### src/rtl/voice_dac_pkg.sv
// Register map, field layout and timing constants for the voice ROM and DAC block
package voice_dac_pkg;

  // ----------------------------------------
  // Register offsets in CPU data memory
  // ----------------------------------------
  localparam logic [7:0] OFF_ROM_ADDR0_HIGH = 8'h18;
  localparam logic [7:0] OFF_ROM_ADDR0_MID = 8'h19;
  localparam logic [7:0] OFF_ROM_ADDR0_LOW = 8'h1A;
  localparam logic [7:0] OFF_ROM_ADDR1_HIGH = 8'h1B;
  localparam logic [7:0] OFF_ROM_ADDR1_MID = 8'h1C;
  localparam logic [7:0] OFF_ROM_ADDR1_LOW = 8'h1D;
  localparam logic [7:0] OFF_VOICE_CONTROL = 8'h26;
  localparam logic [7:0] OFF_AUDIO_SAMPLE_LOW = 8'h27;
  localparam logic [7:0] OFF_AUDIO_SAMPLE_HIGH = 8'h28;
  localparam logic [7:0] OFF_OUTPUT_VOLUME = 8'h29;
  localparam logic [7:0] OFF_ROM_READ_DATA = 8'h2A;

  // ----------------------------------------
  // Field positions and reset values
  // ----------------------------------------
  localparam int CTRL_DAC_EN_BIT = 1;
  localparam int CTRL_ROM_EN_BIT = 2;
  localparam int CTRL_SEL_BIT = 4;
  localparam int CTRL_NORMAL_START_BIT = 7;
  localparam logic [7:0] VOICE_CONTROL_RESET = 8'h00;
  localparam int ROM_ADDR_W = 21;
  localparam int ROM_HIGH_W = 5;
  localparam int SAMPLE_W = 12;
  localparam int VOL_LEVEL_W = 3;

  // ----------------------------------------
  // Timing
  // ----------------------------------------
  localparam int CLK_PERIOD_PS = 25000;
  localparam int ROM_LATENCY_NS = 4;
  localparam int ROM_LAT_CYCLES = (ROM_LATENCY_NS * 1000 * 1000 + CLK_PERIOD_PS - 1)
                                  / CLK_PERIOD_PS;
  localparam int LAT_W = $clog2(ROM_LAT_CYCLES + 1);
  localparam logic [LAT_W-1:0] LAT_LOAD = LAT_W'(ROM_LAT_CYCLES);

endpackage : voice_dac_pkg

### src/rtl/voice_dac_ctrl.sv
// Voice ROM address latch counters, ROM data latch and 12-bit DAC register block
//
// Summary of operation
// The 12-bit sample is the high sample byte followed by the upper nibble of the low byte.
// The lower nibble of the low sample register always reads as zero.
// The upper nibble of the volume register picks one of eight output volume levels.
// The lower nibble of the volume register always reads as zero.
// Control bit 1 enables the DAC; while it is clear the DAC output is not valid.
// Halt leaves the DAC enable alone; only a software write changes it.
// Control bit 2 enables the voice ROM; while it is clear no ROM data is reachable.
// Control bit 4 picks address counter zero or counter one to address the ROM.
// Control bit 7 picks speed-up start (0, the default) or normal start of the crystal.
// The ROM byte address is the 21 bits of high, middle and low bytes of the counter.
// The addressed byte needs at least 4 us to be latched before software reads it.
// The ROM data register returns the byte latched from the selected counter's address.
// A write to any byte of the selected counter restarts the fetch and its latency.
// Control bits 0, 3, 5 and 6 ignore writes and read as zero.
`timescale 1ns/1ps
`default_nettype none

module voice_dac_ctrl
  import voice_dac_pkg::*;
(
  // Clock and reset
  input wire logic I_CLK,
  input wire logic I_RESETN,
  // CPU data memory access
  input wire logic [7:0] I_ADDR,
  input wire logic I_WR_EN,
  input wire logic [7:0] I_WDATA,
  input wire logic I_RD_EN,
  output logic [7:0] O_RDATA,
  output logic O_RDATA_VALID,
  // Core power state
  input wire logic I_HALT,
  // Voice ROM
  output logic O_ROM_EN,
  output logic [ROM_ADDR_W-1:0] O_ROM_ADDR,
  input wire logic [7:0] I_ROM_DATA,
  output logic O_ROM_READY,
  // DAC and crystal
  output logic O_DAC_EN,
  output logic [SAMPLE_W-1:0] O_DAC_SAMPLE,
  output logic [VOL_LEVEL_W-1:0] O_VOLUME,
  output logic O_XTAL_NORMAL_START
);

  // ----------------------------------------
  // State
  // ----------------------------------------
  typedef struct packed {
    logic dac_en;
    logic rom_en;
    logic sel;
    logic normal_start;
    logic [3:0] sample_lo;
    logic [7:0] sample_hi;
    logic [3:0] output_volume;
    logic [ROM_ADDR_W-1:0] addr0;
    logic [ROM_ADDR_W-1:0] addr1;
    logic [ROM_ADDR_W-1:0] rom_addr;
    logic [7:0] rom_data;
    logic [LAT_W-1:0] lat_cnt;
    logic rom_ready;
    logic [7:0] rdata;
    logic rdata_valid;
    logic [SAMPLE_W-1:0] dac_out;
  } state_t;

  state_t st_reg;
  state_t st_next;
  logic restart;

  // ----------------------------------------
  // Decoding
  // ----------------------------------------
  function automatic logic is_sel_addr(input logic [7:0] addr, input logic sel);
    logic hit0;
    logic hit1;
    hit0 = (addr == OFF_ROM_ADDR0_HIGH) || (addr == OFF_ROM_ADDR0_MID) ||
           (addr == OFF_ROM_ADDR0_LOW);
    hit1 = (addr == OFF_ROM_ADDR1_HIGH) || (addr == OFF_ROM_ADDR1_MID) ||
           (addr == OFF_ROM_ADDR1_LOW);
    return sel ? hit1 : hit0;
  endfunction : is_sel_addr

  function automatic logic [ROM_ADDR_W-1:0] addr_write(
    input logic [ROM_ADDR_W-1:0] cur,
    input logic [1:0] which,
    input logic [7:0] data
  );
    logic [ROM_ADDR_W-1:0] res;
    res = cur;
    unique case (which)
      2'h0: res[ROM_ADDR_W-1:16] = data[ROM_HIGH_W-1:0];
      2'h1: res[15:8] = data;
      2'h2: res[7:0] = data;
      default: res = cur;
    endcase
    return res;
  endfunction : addr_write

  function automatic logic [7:0] reg_read(input state_t s, input logic [7:0] addr);
    logic [7:0] v;
    v = 8'h00;
    unique case (addr)
      OFF_ROM_ADDR0_HIGH: v = {3'h0, s.addr0[ROM_ADDR_W-1:16]};
      OFF_ROM_ADDR0_MID: v = s.addr0[15:8];
      OFF_ROM_ADDR0_LOW: v = s.addr0[7:0];
      OFF_ROM_ADDR1_HIGH: v = {3'h0, s.addr1[ROM_ADDR_W-1:16]};
      OFF_ROM_ADDR1_MID: v = s.addr1[15:8];
      OFF_ROM_ADDR1_LOW: v = s.addr1[7:0];
      OFF_VOICE_CONTROL:
      begin
        v[CTRL_DAC_EN_BIT] = s.dac_en;
        v[CTRL_ROM_EN_BIT] = s.rom_en;
        v[CTRL_SEL_BIT] = s.sel;
        v[CTRL_NORMAL_START_BIT] = s.normal_start;
      end
      OFF_AUDIO_SAMPLE_LOW: v = {s.sample_lo, 4'h0};
      OFF_AUDIO_SAMPLE_HIGH: v = s.sample_hi;
      OFF_OUTPUT_VOLUME: v = {s.output_volume, 4'h0};
      OFF_ROM_READ_DATA: v = s.rom_en ? s.rom_data : 8'h00;
      default: v = 8'h00;
    endcase
    return v;
  endfunction : reg_read

  // Restart on any write that can change the address presented to the ROM
  assign restart = I_WR_EN && (is_sel_addr(I_ADDR, st_reg.sel) ||
                   (I_ADDR == OFF_VOICE_CONTROL &&
                    (I_WDATA[CTRL_SEL_BIT] != st_reg.sel ||
                     (I_WDATA[CTRL_ROM_EN_BIT] && !st_reg.rom_en))));

  // ----------------------------------------
  // Next state
  // ----------------------------------------
  always_comb
  begin
    st_next = st_reg;
    st_next.rdata_valid = I_RD_EN;
    if (I_RD_EN)
    begin
      st_next.rdata = reg_read(st_reg, I_ADDR);
    end
    if (I_WR_EN)
    begin
      unique case (I_ADDR)
        OFF_ROM_ADDR0_HIGH: st_next.addr0 = addr_write(st_reg.addr0, 2'h0, I_WDATA);
        OFF_ROM_ADDR0_MID: st_next.addr0 = addr_write(st_reg.addr0, 2'h1, I_WDATA);
        OFF_ROM_ADDR0_LOW: st_next.addr0 = addr_write(st_reg.addr0, 2'h2, I_WDATA);
        OFF_ROM_ADDR1_HIGH: st_next.addr1 = addr_write(st_reg.addr1, 2'h0, I_WDATA);
        OFF_ROM_ADDR1_MID: st_next.addr1 = addr_write(st_reg.addr1, 2'h1, I_WDATA);
        OFF_ROM_ADDR1_LOW: st_next.addr1 = addr_write(st_reg.addr1, 2'h2, I_WDATA);
        OFF_VOICE_CONTROL:
        begin
          // Halt has no path here, so only software moves the enable
          st_next.dac_en = I_WDATA[CTRL_DAC_EN_BIT];
          st_next.rom_en = I_WDATA[CTRL_ROM_EN_BIT];
          st_next.sel = I_WDATA[CTRL_SEL_BIT];
          st_next.normal_start = I_WDATA[CTRL_NORMAL_START_BIT];
        end
        OFF_AUDIO_SAMPLE_LOW: st_next.sample_lo = I_WDATA[7:4];
        OFF_AUDIO_SAMPLE_HIGH: st_next.sample_hi = I_WDATA;
        OFF_OUTPUT_VOLUME: st_next.output_volume = I_WDATA[7:4];
        default: st_next.output_volume = st_reg.output_volume;
      endcase
    end

    st_next.rom_addr = st_next.sel ? st_next.addr1 : st_next.addr0;

    // Fetch timer: byte is taken only after the full access latency
    if (!st_next.rom_en)
    begin
      st_next.lat_cnt = '0;
      st_next.rom_ready = 1'b0;
    end
    else if (restart)
    begin
      st_next.lat_cnt = LAT_LOAD;
      st_next.rom_ready = 1'b0;
    end
    else if (st_reg.lat_cnt != '0)
    begin
      st_next.lat_cnt = st_reg.lat_cnt - 1'b1;
      if (st_reg.lat_cnt == LAT_W'(1))
      begin
        st_next.rom_data = I_ROM_DATA;
        st_next.rom_ready = 1'b1;
      end
    end

    // Sample is muted rather than held, so a disabled DAC drives zero from the cycle after its enable clears
    st_next.dac_out = st_reg.dac_en ? {st_reg.sample_hi, st_reg.sample_lo} : '0;
  end

  always_ff @(posedge I_CLK)
  begin
    if (!I_RESETN)
    begin
      st_reg <= '0;
    end
    else
    begin
      st_reg <= st_next;
    end
  end

  // ----------------------------------------
  // Outputs
  // ----------------------------------------
  assign O_RDATA = st_reg.rdata;
  assign O_RDATA_VALID = st_reg.rdata_valid;
  assign O_ROM_EN = st_reg.rom_en;
  assign O_ROM_ADDR = st_reg.rom_addr;
  assign O_ROM_READY = st_reg.rom_ready;
  assign O_DAC_EN = st_reg.dac_en;
  assign O_DAC_SAMPLE = st_reg.dac_out;
  assign O_VOLUME = st_reg.output_volume[3:1];
  assign O_XTAL_NORMAL_START = st_reg.normal_start;

  // Cycles since the last fetch restart, saturating
  logic [LAT_W:0] since_restart;
  always_ff @(posedge I_CLK)
  begin
    if (!I_RESETN)
    begin
      since_restart <= '0;
    end
    else if (restart)
    begin
      since_restart <= '0;
    end
    else if (since_restart != '1)
    begin
      since_restart <= since_restart + 1'b1;
    end
  end
endmodule : voice_dac_ctrl

`default_nettype wire

### config.mk
export PLATFORM = sky130hd
export DESIGN_NAME = voice_dac_ctrl
export DESIGN_NICKNAME = d
export VERILOG_FILES = /design/src/rtl/voice_dac_pkg.sv /design/src/rtl/voice_dac_ctrl.sv
export SDC_FILE = /design/constraint.sdc
export NUM_CORES = 1
export LEC_CHECK = 0
export ABC_AREA = 1
export BUFFER_PORTS_ARGS = -buffer_cell sky130_fd_sc_hd__buf_4
export CAP_MARGIN = 25
export CORE_MARGIN = 4
export CORE_UTILIZATION = 51
export DETAILED_ROUTE_END_ITERATION = 16
export PLACE_DENSITY = 0.72
export SYNTH_ARGS = -nofsm -noshare
export SYNTH_HDL_FRONTEND = slang
export SYNTH_SLANG_ARGS = --single-unit
### constraint.sdc
create_clock -name I_CLK -period 2.1 [get_ports I_CLK]
set_input_delay 0.21 -clock I_CLK [delete_from_list [all_inputs] [get_ports I_CLK]]
set_output_delay 0.21 -clock I_CLK [all_outputs]
set_load 0.01 [all_outputs]
Yosys cells after proc, flatten, opt, wreduce, memory -nomap -nowiden
Index checks and enable logic that the tools add are counted.

word-level totals
  word-level logic and storage cells = 74
  RAM bits = 0
  memories = 0
  register bits = 121
  output and inout port bits = 49
  bits of input ports = 29
  bits in read-only memories = 0
  bits in latches = 0

operators by class
  shifts and indexed selects = 0
  $add $sub $neg = 1
  eq/ne operators = 13
  bitwise operators = 3
  reductions and logical operators = 21
  multiplexer cells = 19
  magnitude comparators = 0
  $mul = 0
  div/mod/pow operators = 0

operator list
  operator                                           count
  case mux 21 bit (3 select lines)                   2
  two-way mux 61 bit                                 1
  == test 8 x 5 -> 1 bit (second input constant)     6
  == test 8 x 6 -> 1 bit (second input constant)     5
  two-way mux 21 bit                                 1
  two-way mux 9 bit                                  2
  case mux 2 bit (9 select lines)                    1
  two-way mux 8 bit                                  2
  case mux 1 bit (8 select lines)                    2
  case mux 2 bit (8 select lines)                    1
  AND reduction 2 bit                                7
  case mux 1 bit (11 select lines)                   1
  case mux 1 bit (9 select lines)                    1
  == test 8 x 1 -> 1 bit (second input constant)     1
  two-way mux 4 bit                                  2
  nonzero test 8 bit                                 1
  subtractor 8 x 1 -> 8 bit (second input constant)  1
  logical OR 1 bit                                   6
  AND reduction 4 bit                                1
  logical AND 1 bit                                  3
  two-way mux 3 bit                                  1
  inverter 1 bit                                     3
  OR reduction 3 bit                                 1
  two-way mux 1 bit                                  2
  3 further kinds                                    3

Depth between registers and ports, before layout
  depth after elaboration = 8
  depth in mapped cells = 13
  mapped depth without buffers = 12

Least setup slack after synthesis
No wires, ideal clock.

  path kind = register to register
  start point = register st_reg[22] in the netlist's numbering
  end point = register st_reg[30] in the netlist's numbering
  data arrival time = 1300 ps
  required time = 1988 ps
  setup time = 112 ps
  path slack = 688 ps
  buffers on the path = 0
  clock period less this slack = 1412 ps
  cell stages (with the launch flop) = 9
  cell sequence = dfxtp_1 inv_1 ha_1 nand2_1 nand2_1 a21oi_2 nand4_1 nand2_1 nor2_1

on the way
  cells in the longest elaborated chain, start to end = 2
  elaborated cells on any way between the ends = 3
  those cells by class = eq/ne: 1; reduce/logical: 2

ends and longest elaborated chain
  element                                                              RTL line                                      RTL
  start, declared                                                      voice_dac_ctrl.sv:70                          state_t st_reg;
  start signal, assigned                                               voice_dac_ctrl.sv:205                         st_reg <= st_next;
  == test 8 x 1 -> 1 bit / nonzero test 8 bit (equally long branches)  voice_dac_ctrl.sv:186, voice_dac_ctrl.sv:183
  AND reduction 4 bit (no source line) (*)                             -

Mark *: on every way between the ends. The rest lies on a longest branch, timed or not.
A chain may end at the register's enable or synchronous reset.

Worst setup path in the final report
  start point = register st_reg[22] in the netlist's numbering
  end point = register st_reg[35] in the netlist's numbering

The elaborated chain is that of the path after synthesis.

==> impl_metrics.csv <==
group,metric,value,unit
status,outcome,"completed",
sta,setup_violations,0,
global_routing,grt_pass1_vias,5068,
logic_synthesis,syn-num-nets,853,
global_routing,antenna_found_initial,0,
setup_path,r2r-start,"st_reg[22]",
power_and_ir_drop,clock_power_share,51.7,%
logic_synthesis,synth_top_family_by_area,"simple AND/OR/NAND/NOR gates",
routing,route.detailed.drc,0,
clock_network,cts_resized,0,
logic_synthesis,synth_warnings,0,
logic_synthesis,synth-compound-area-share,9.90,%
logic_synthesis,synth_simple_gate_area_share,32.4,%
worst_hold_path,min_from,"I_RD_EN",
worst_hold_path,worstHoldPathCells,3,
clock_network,clkSinkCount,121,
logic_synthesis,synth_async_sr_flop_share,0,%
finish,largest_reg_flops,72,
sta,worst_pin_slew,0.502,ns
floorplan,die_x,115,µm
sta,fin_crit_sh,79.6,%
finish,diodes,0,
worst_hold_path,hold_class,"input pin to register",
clock_network,path_clk_slew,0.05,ns
sta,fin_setup_tns,0,ns
global_routing,grt_pass1_wl,24.7,mm
routing,post_drt_wl_per_cell,14.9,µm
logic_synthesis,post-synth-top-area-cell,"dfxtp_1",
power_and_ir_drop,pwr-share-comb,4.0,%
sta,slew_headroom,66.1,%
routing,drt_iter0_drc,469,
finish,fillCellCount,1021,
routing,drtPass1Iterations,5,
logic_synthesis,ys_ff_latch,121,
clock_network,cts_setup_buffers,0,
power_and_ir_drop,p_seq_share,44.3,%
clock_network,root_buffer,"clkbuf_16",
place,dp_cells,982,
routing,totalWireLength,15.1,mm
logic_synthesis,synth_xor_area_share,0.450,%
place,port_buffers,76,
floorplan,boundaryPins,78,
logic_synthesis,synth.area.top_cells,"dfxtp_1, nand2_1, inv_1, buf_4, nand3_1",
logic_synthesis,ys_seq_area_share,41.5,%
global_routing,grt_max_degree,31,
global_routing,grt.overflow.total,0,
clock_network,numCtsBuffers,17,
setup_path,reg2reg_depth,8,
finish,finalNonFillerCells,1013,
worst_hold_path,holdPathEnd,"O_RDATA_VALID",
place,gp_congestion,0.905,
power_and_ir_drop,switching_share,22.9,%
routing,final_antenna_net_count,0,
clock_network,htree_levels,4,
sta,max_clock_freq,598,MHz
setup_path,crit_path_start_kind,"register",
logic_synthesis,syn_area_per_cell,7.10,µm²
logic_synthesis,yosys.area_share.adder,0.429,%
setup_path,cp.required,2.41,ns
routing,viasPerCell,5.18,
power_and_ir_drop,internal-power,4.01,mW
clock_network,cts-hold-fix-buffers,0,
setup_path,critical_path_peak_fanout,8,
finish,finish.utilization,61.3,%
logic_synthesis,synth_cell_type_count,35,
floorplan,die_area,0.0132,mm²
setup_path,crit_type,"register to register",
setup_path,r2r_slack,0.43,ns
finish,area_delta_synth_final,15.8,%
setup_path,crit_arrival,1.98,ns
power_and_ir_drop,power_switching,1.19,mW
sta,post-route-min-period,1.67,ns
floorplan,coreArea,0.0110,mm²
place,place_hpwl,11.2,mm
logic_synthesis,synthFlopType,"dfxtp_1",
logic_synthesis,synth_edf_count,0,
logic_synthesis,synthCells,822,
logic_synthesis,synth_mux_area_share,0,%
floorplan,start_util,52.9,%
clock_network,insertion_delay,0.42,ns
job,maxCapViolCount,0,
logic_synthesis,syn_area,0.00584,mm²
global_routing,grtUsageTotal,24.0,%
sta,slew_violations,0,
routing,vias,5248,
floorplan,rows,38,
setup_path,end_kind,"register",
finish,drive_above_1_share,20.3,%
power_and_ir_drop,power.leakage,3.27,nW
sta,finClkSkew,0.00708,ns
clock_network,cts_buffer_depth,2,
finish,final_cell_mix,"nand2_1, dfxtp_1, inv_1",
power_and_ir_drop,p_per_area,769,mW/mm²
floorplan,die_y,115,µm
setup_path,r2r_end,"st_reg[35]",
finish,num-nets-final,892,
finish,layout_commonest_cell,"nand2_1",
power_and_ir_drop,peakVddDrop,0.000478,V
sta,rsz0062_at_grt,"no",
clock_network,cts_tree,"built",
sta,finalHoldViolCount,0,
logic_synthesis,yosysTopAreaCellShare,41.5,%
[power by group through the flow]
stage | registers [mW] | clock network (mW) | logic [mW]
after floorplan | 2.35 | 0 | 0.109
after global placement | 2.35 | 0 | 0.200
after detailed placement | 2.35 | 0 | 0.203
after CTS | 2.30 | 2.71 | 0.203
after global routing | 2.30 | 2.83 | 0.225
final | 2.30 | 2.69 | 0.206
[worst max-delay path by stage]
stage | startpoint | end | slack (ns) | cells past startpoint
global route | st_reg[22] | st_reg[30] | 0.24 | 8
CTS | st_reg[22] | st_reg[35] | 0.42 | 8
global placement | I_ADDR[1] | O_ROM_ADDR[1] | 0.29 | 10
floorplan | st_reg[22] | st_reg[30] | 0.69 | 8
detailed placement | I_ADDR[7] | O_ROM_ADDR[17] | 0.26 | 12
finish | st_reg[22] | st_reg[35] | 0.43 | 8
[area by class of cell]
type	instances	area (µm²)	area share (%)
Inverter	111	422	6.24
Tap cell	140	175	2.59
Timing Repair Buffer	88	673	9.96
Multi-Input combinational cell	522	2520	37.3
Clock buffer	19	443	6.55
Clock inverter	12	104	1.54
Sequential cell	121	2420	35.8
[cells in the mapped netlist, types with 3 or more instances]
library cell  instances
nand2_1             226
dfxtp_1             121
inv_1               100
nor2_1               63
nand3_1              57
a21oi_1              48
buf_4                48
o21ai_0              48
nand4_1              16
nand2_2              13
nor2_2               11
inv_2                10
buf_2                 7
clkbuf_1              7
nor2_4                6
a22oi_1               5
nand2_4               5
buf_6                 4
o21ai_1               4
nand3_2               3
[worst max-delay path: stages, from the launching register on]
cell,delay (ns)
dfxtp_1,0.35
inv_1,0.07
ha_1,0.24
nand2_1,0.21
nand2_1,0.11
a21oi_2,0.31
nand4_1,0.14
nand2_1,0.10
nor2_1,0.04
[cells by family after synthesis]
kind of cell / Yosys count
compound gates: 109
xor+xnor: 3
fa+ha+maj: 2
buf+inv: 179
flops: 121
simple gates: 408
[metrics by stage]
step                cell area (µm²)  setup WS (ns)  hold WS (ns)  total power, mW
floorplan                      5840          0.688         0.353             2.46
global placement               6210          0.293         0.447             2.55
detailed placement             6210          0.260         0.445             2.55
CTS                            6760          0.423        0.0518             5.22
global route                   6760          0.241        0.0969             5.36
finish                         6760          0.428        0.0646             5.20
[metal layers]
metal | GRT usage [%] | vias to the layer above | share of wire, %
met1 | 30.5 | 2401 | 44
met3 | 5.42 | 35 | 6.6
met2 | 39.1 | 203 | 47
li1 | - | 2609 | -
met5 | 0 | - | 0
met4 | 10.3 | 0 | 2.5
No activity file was read; power rests on OpenSTA's default activity.
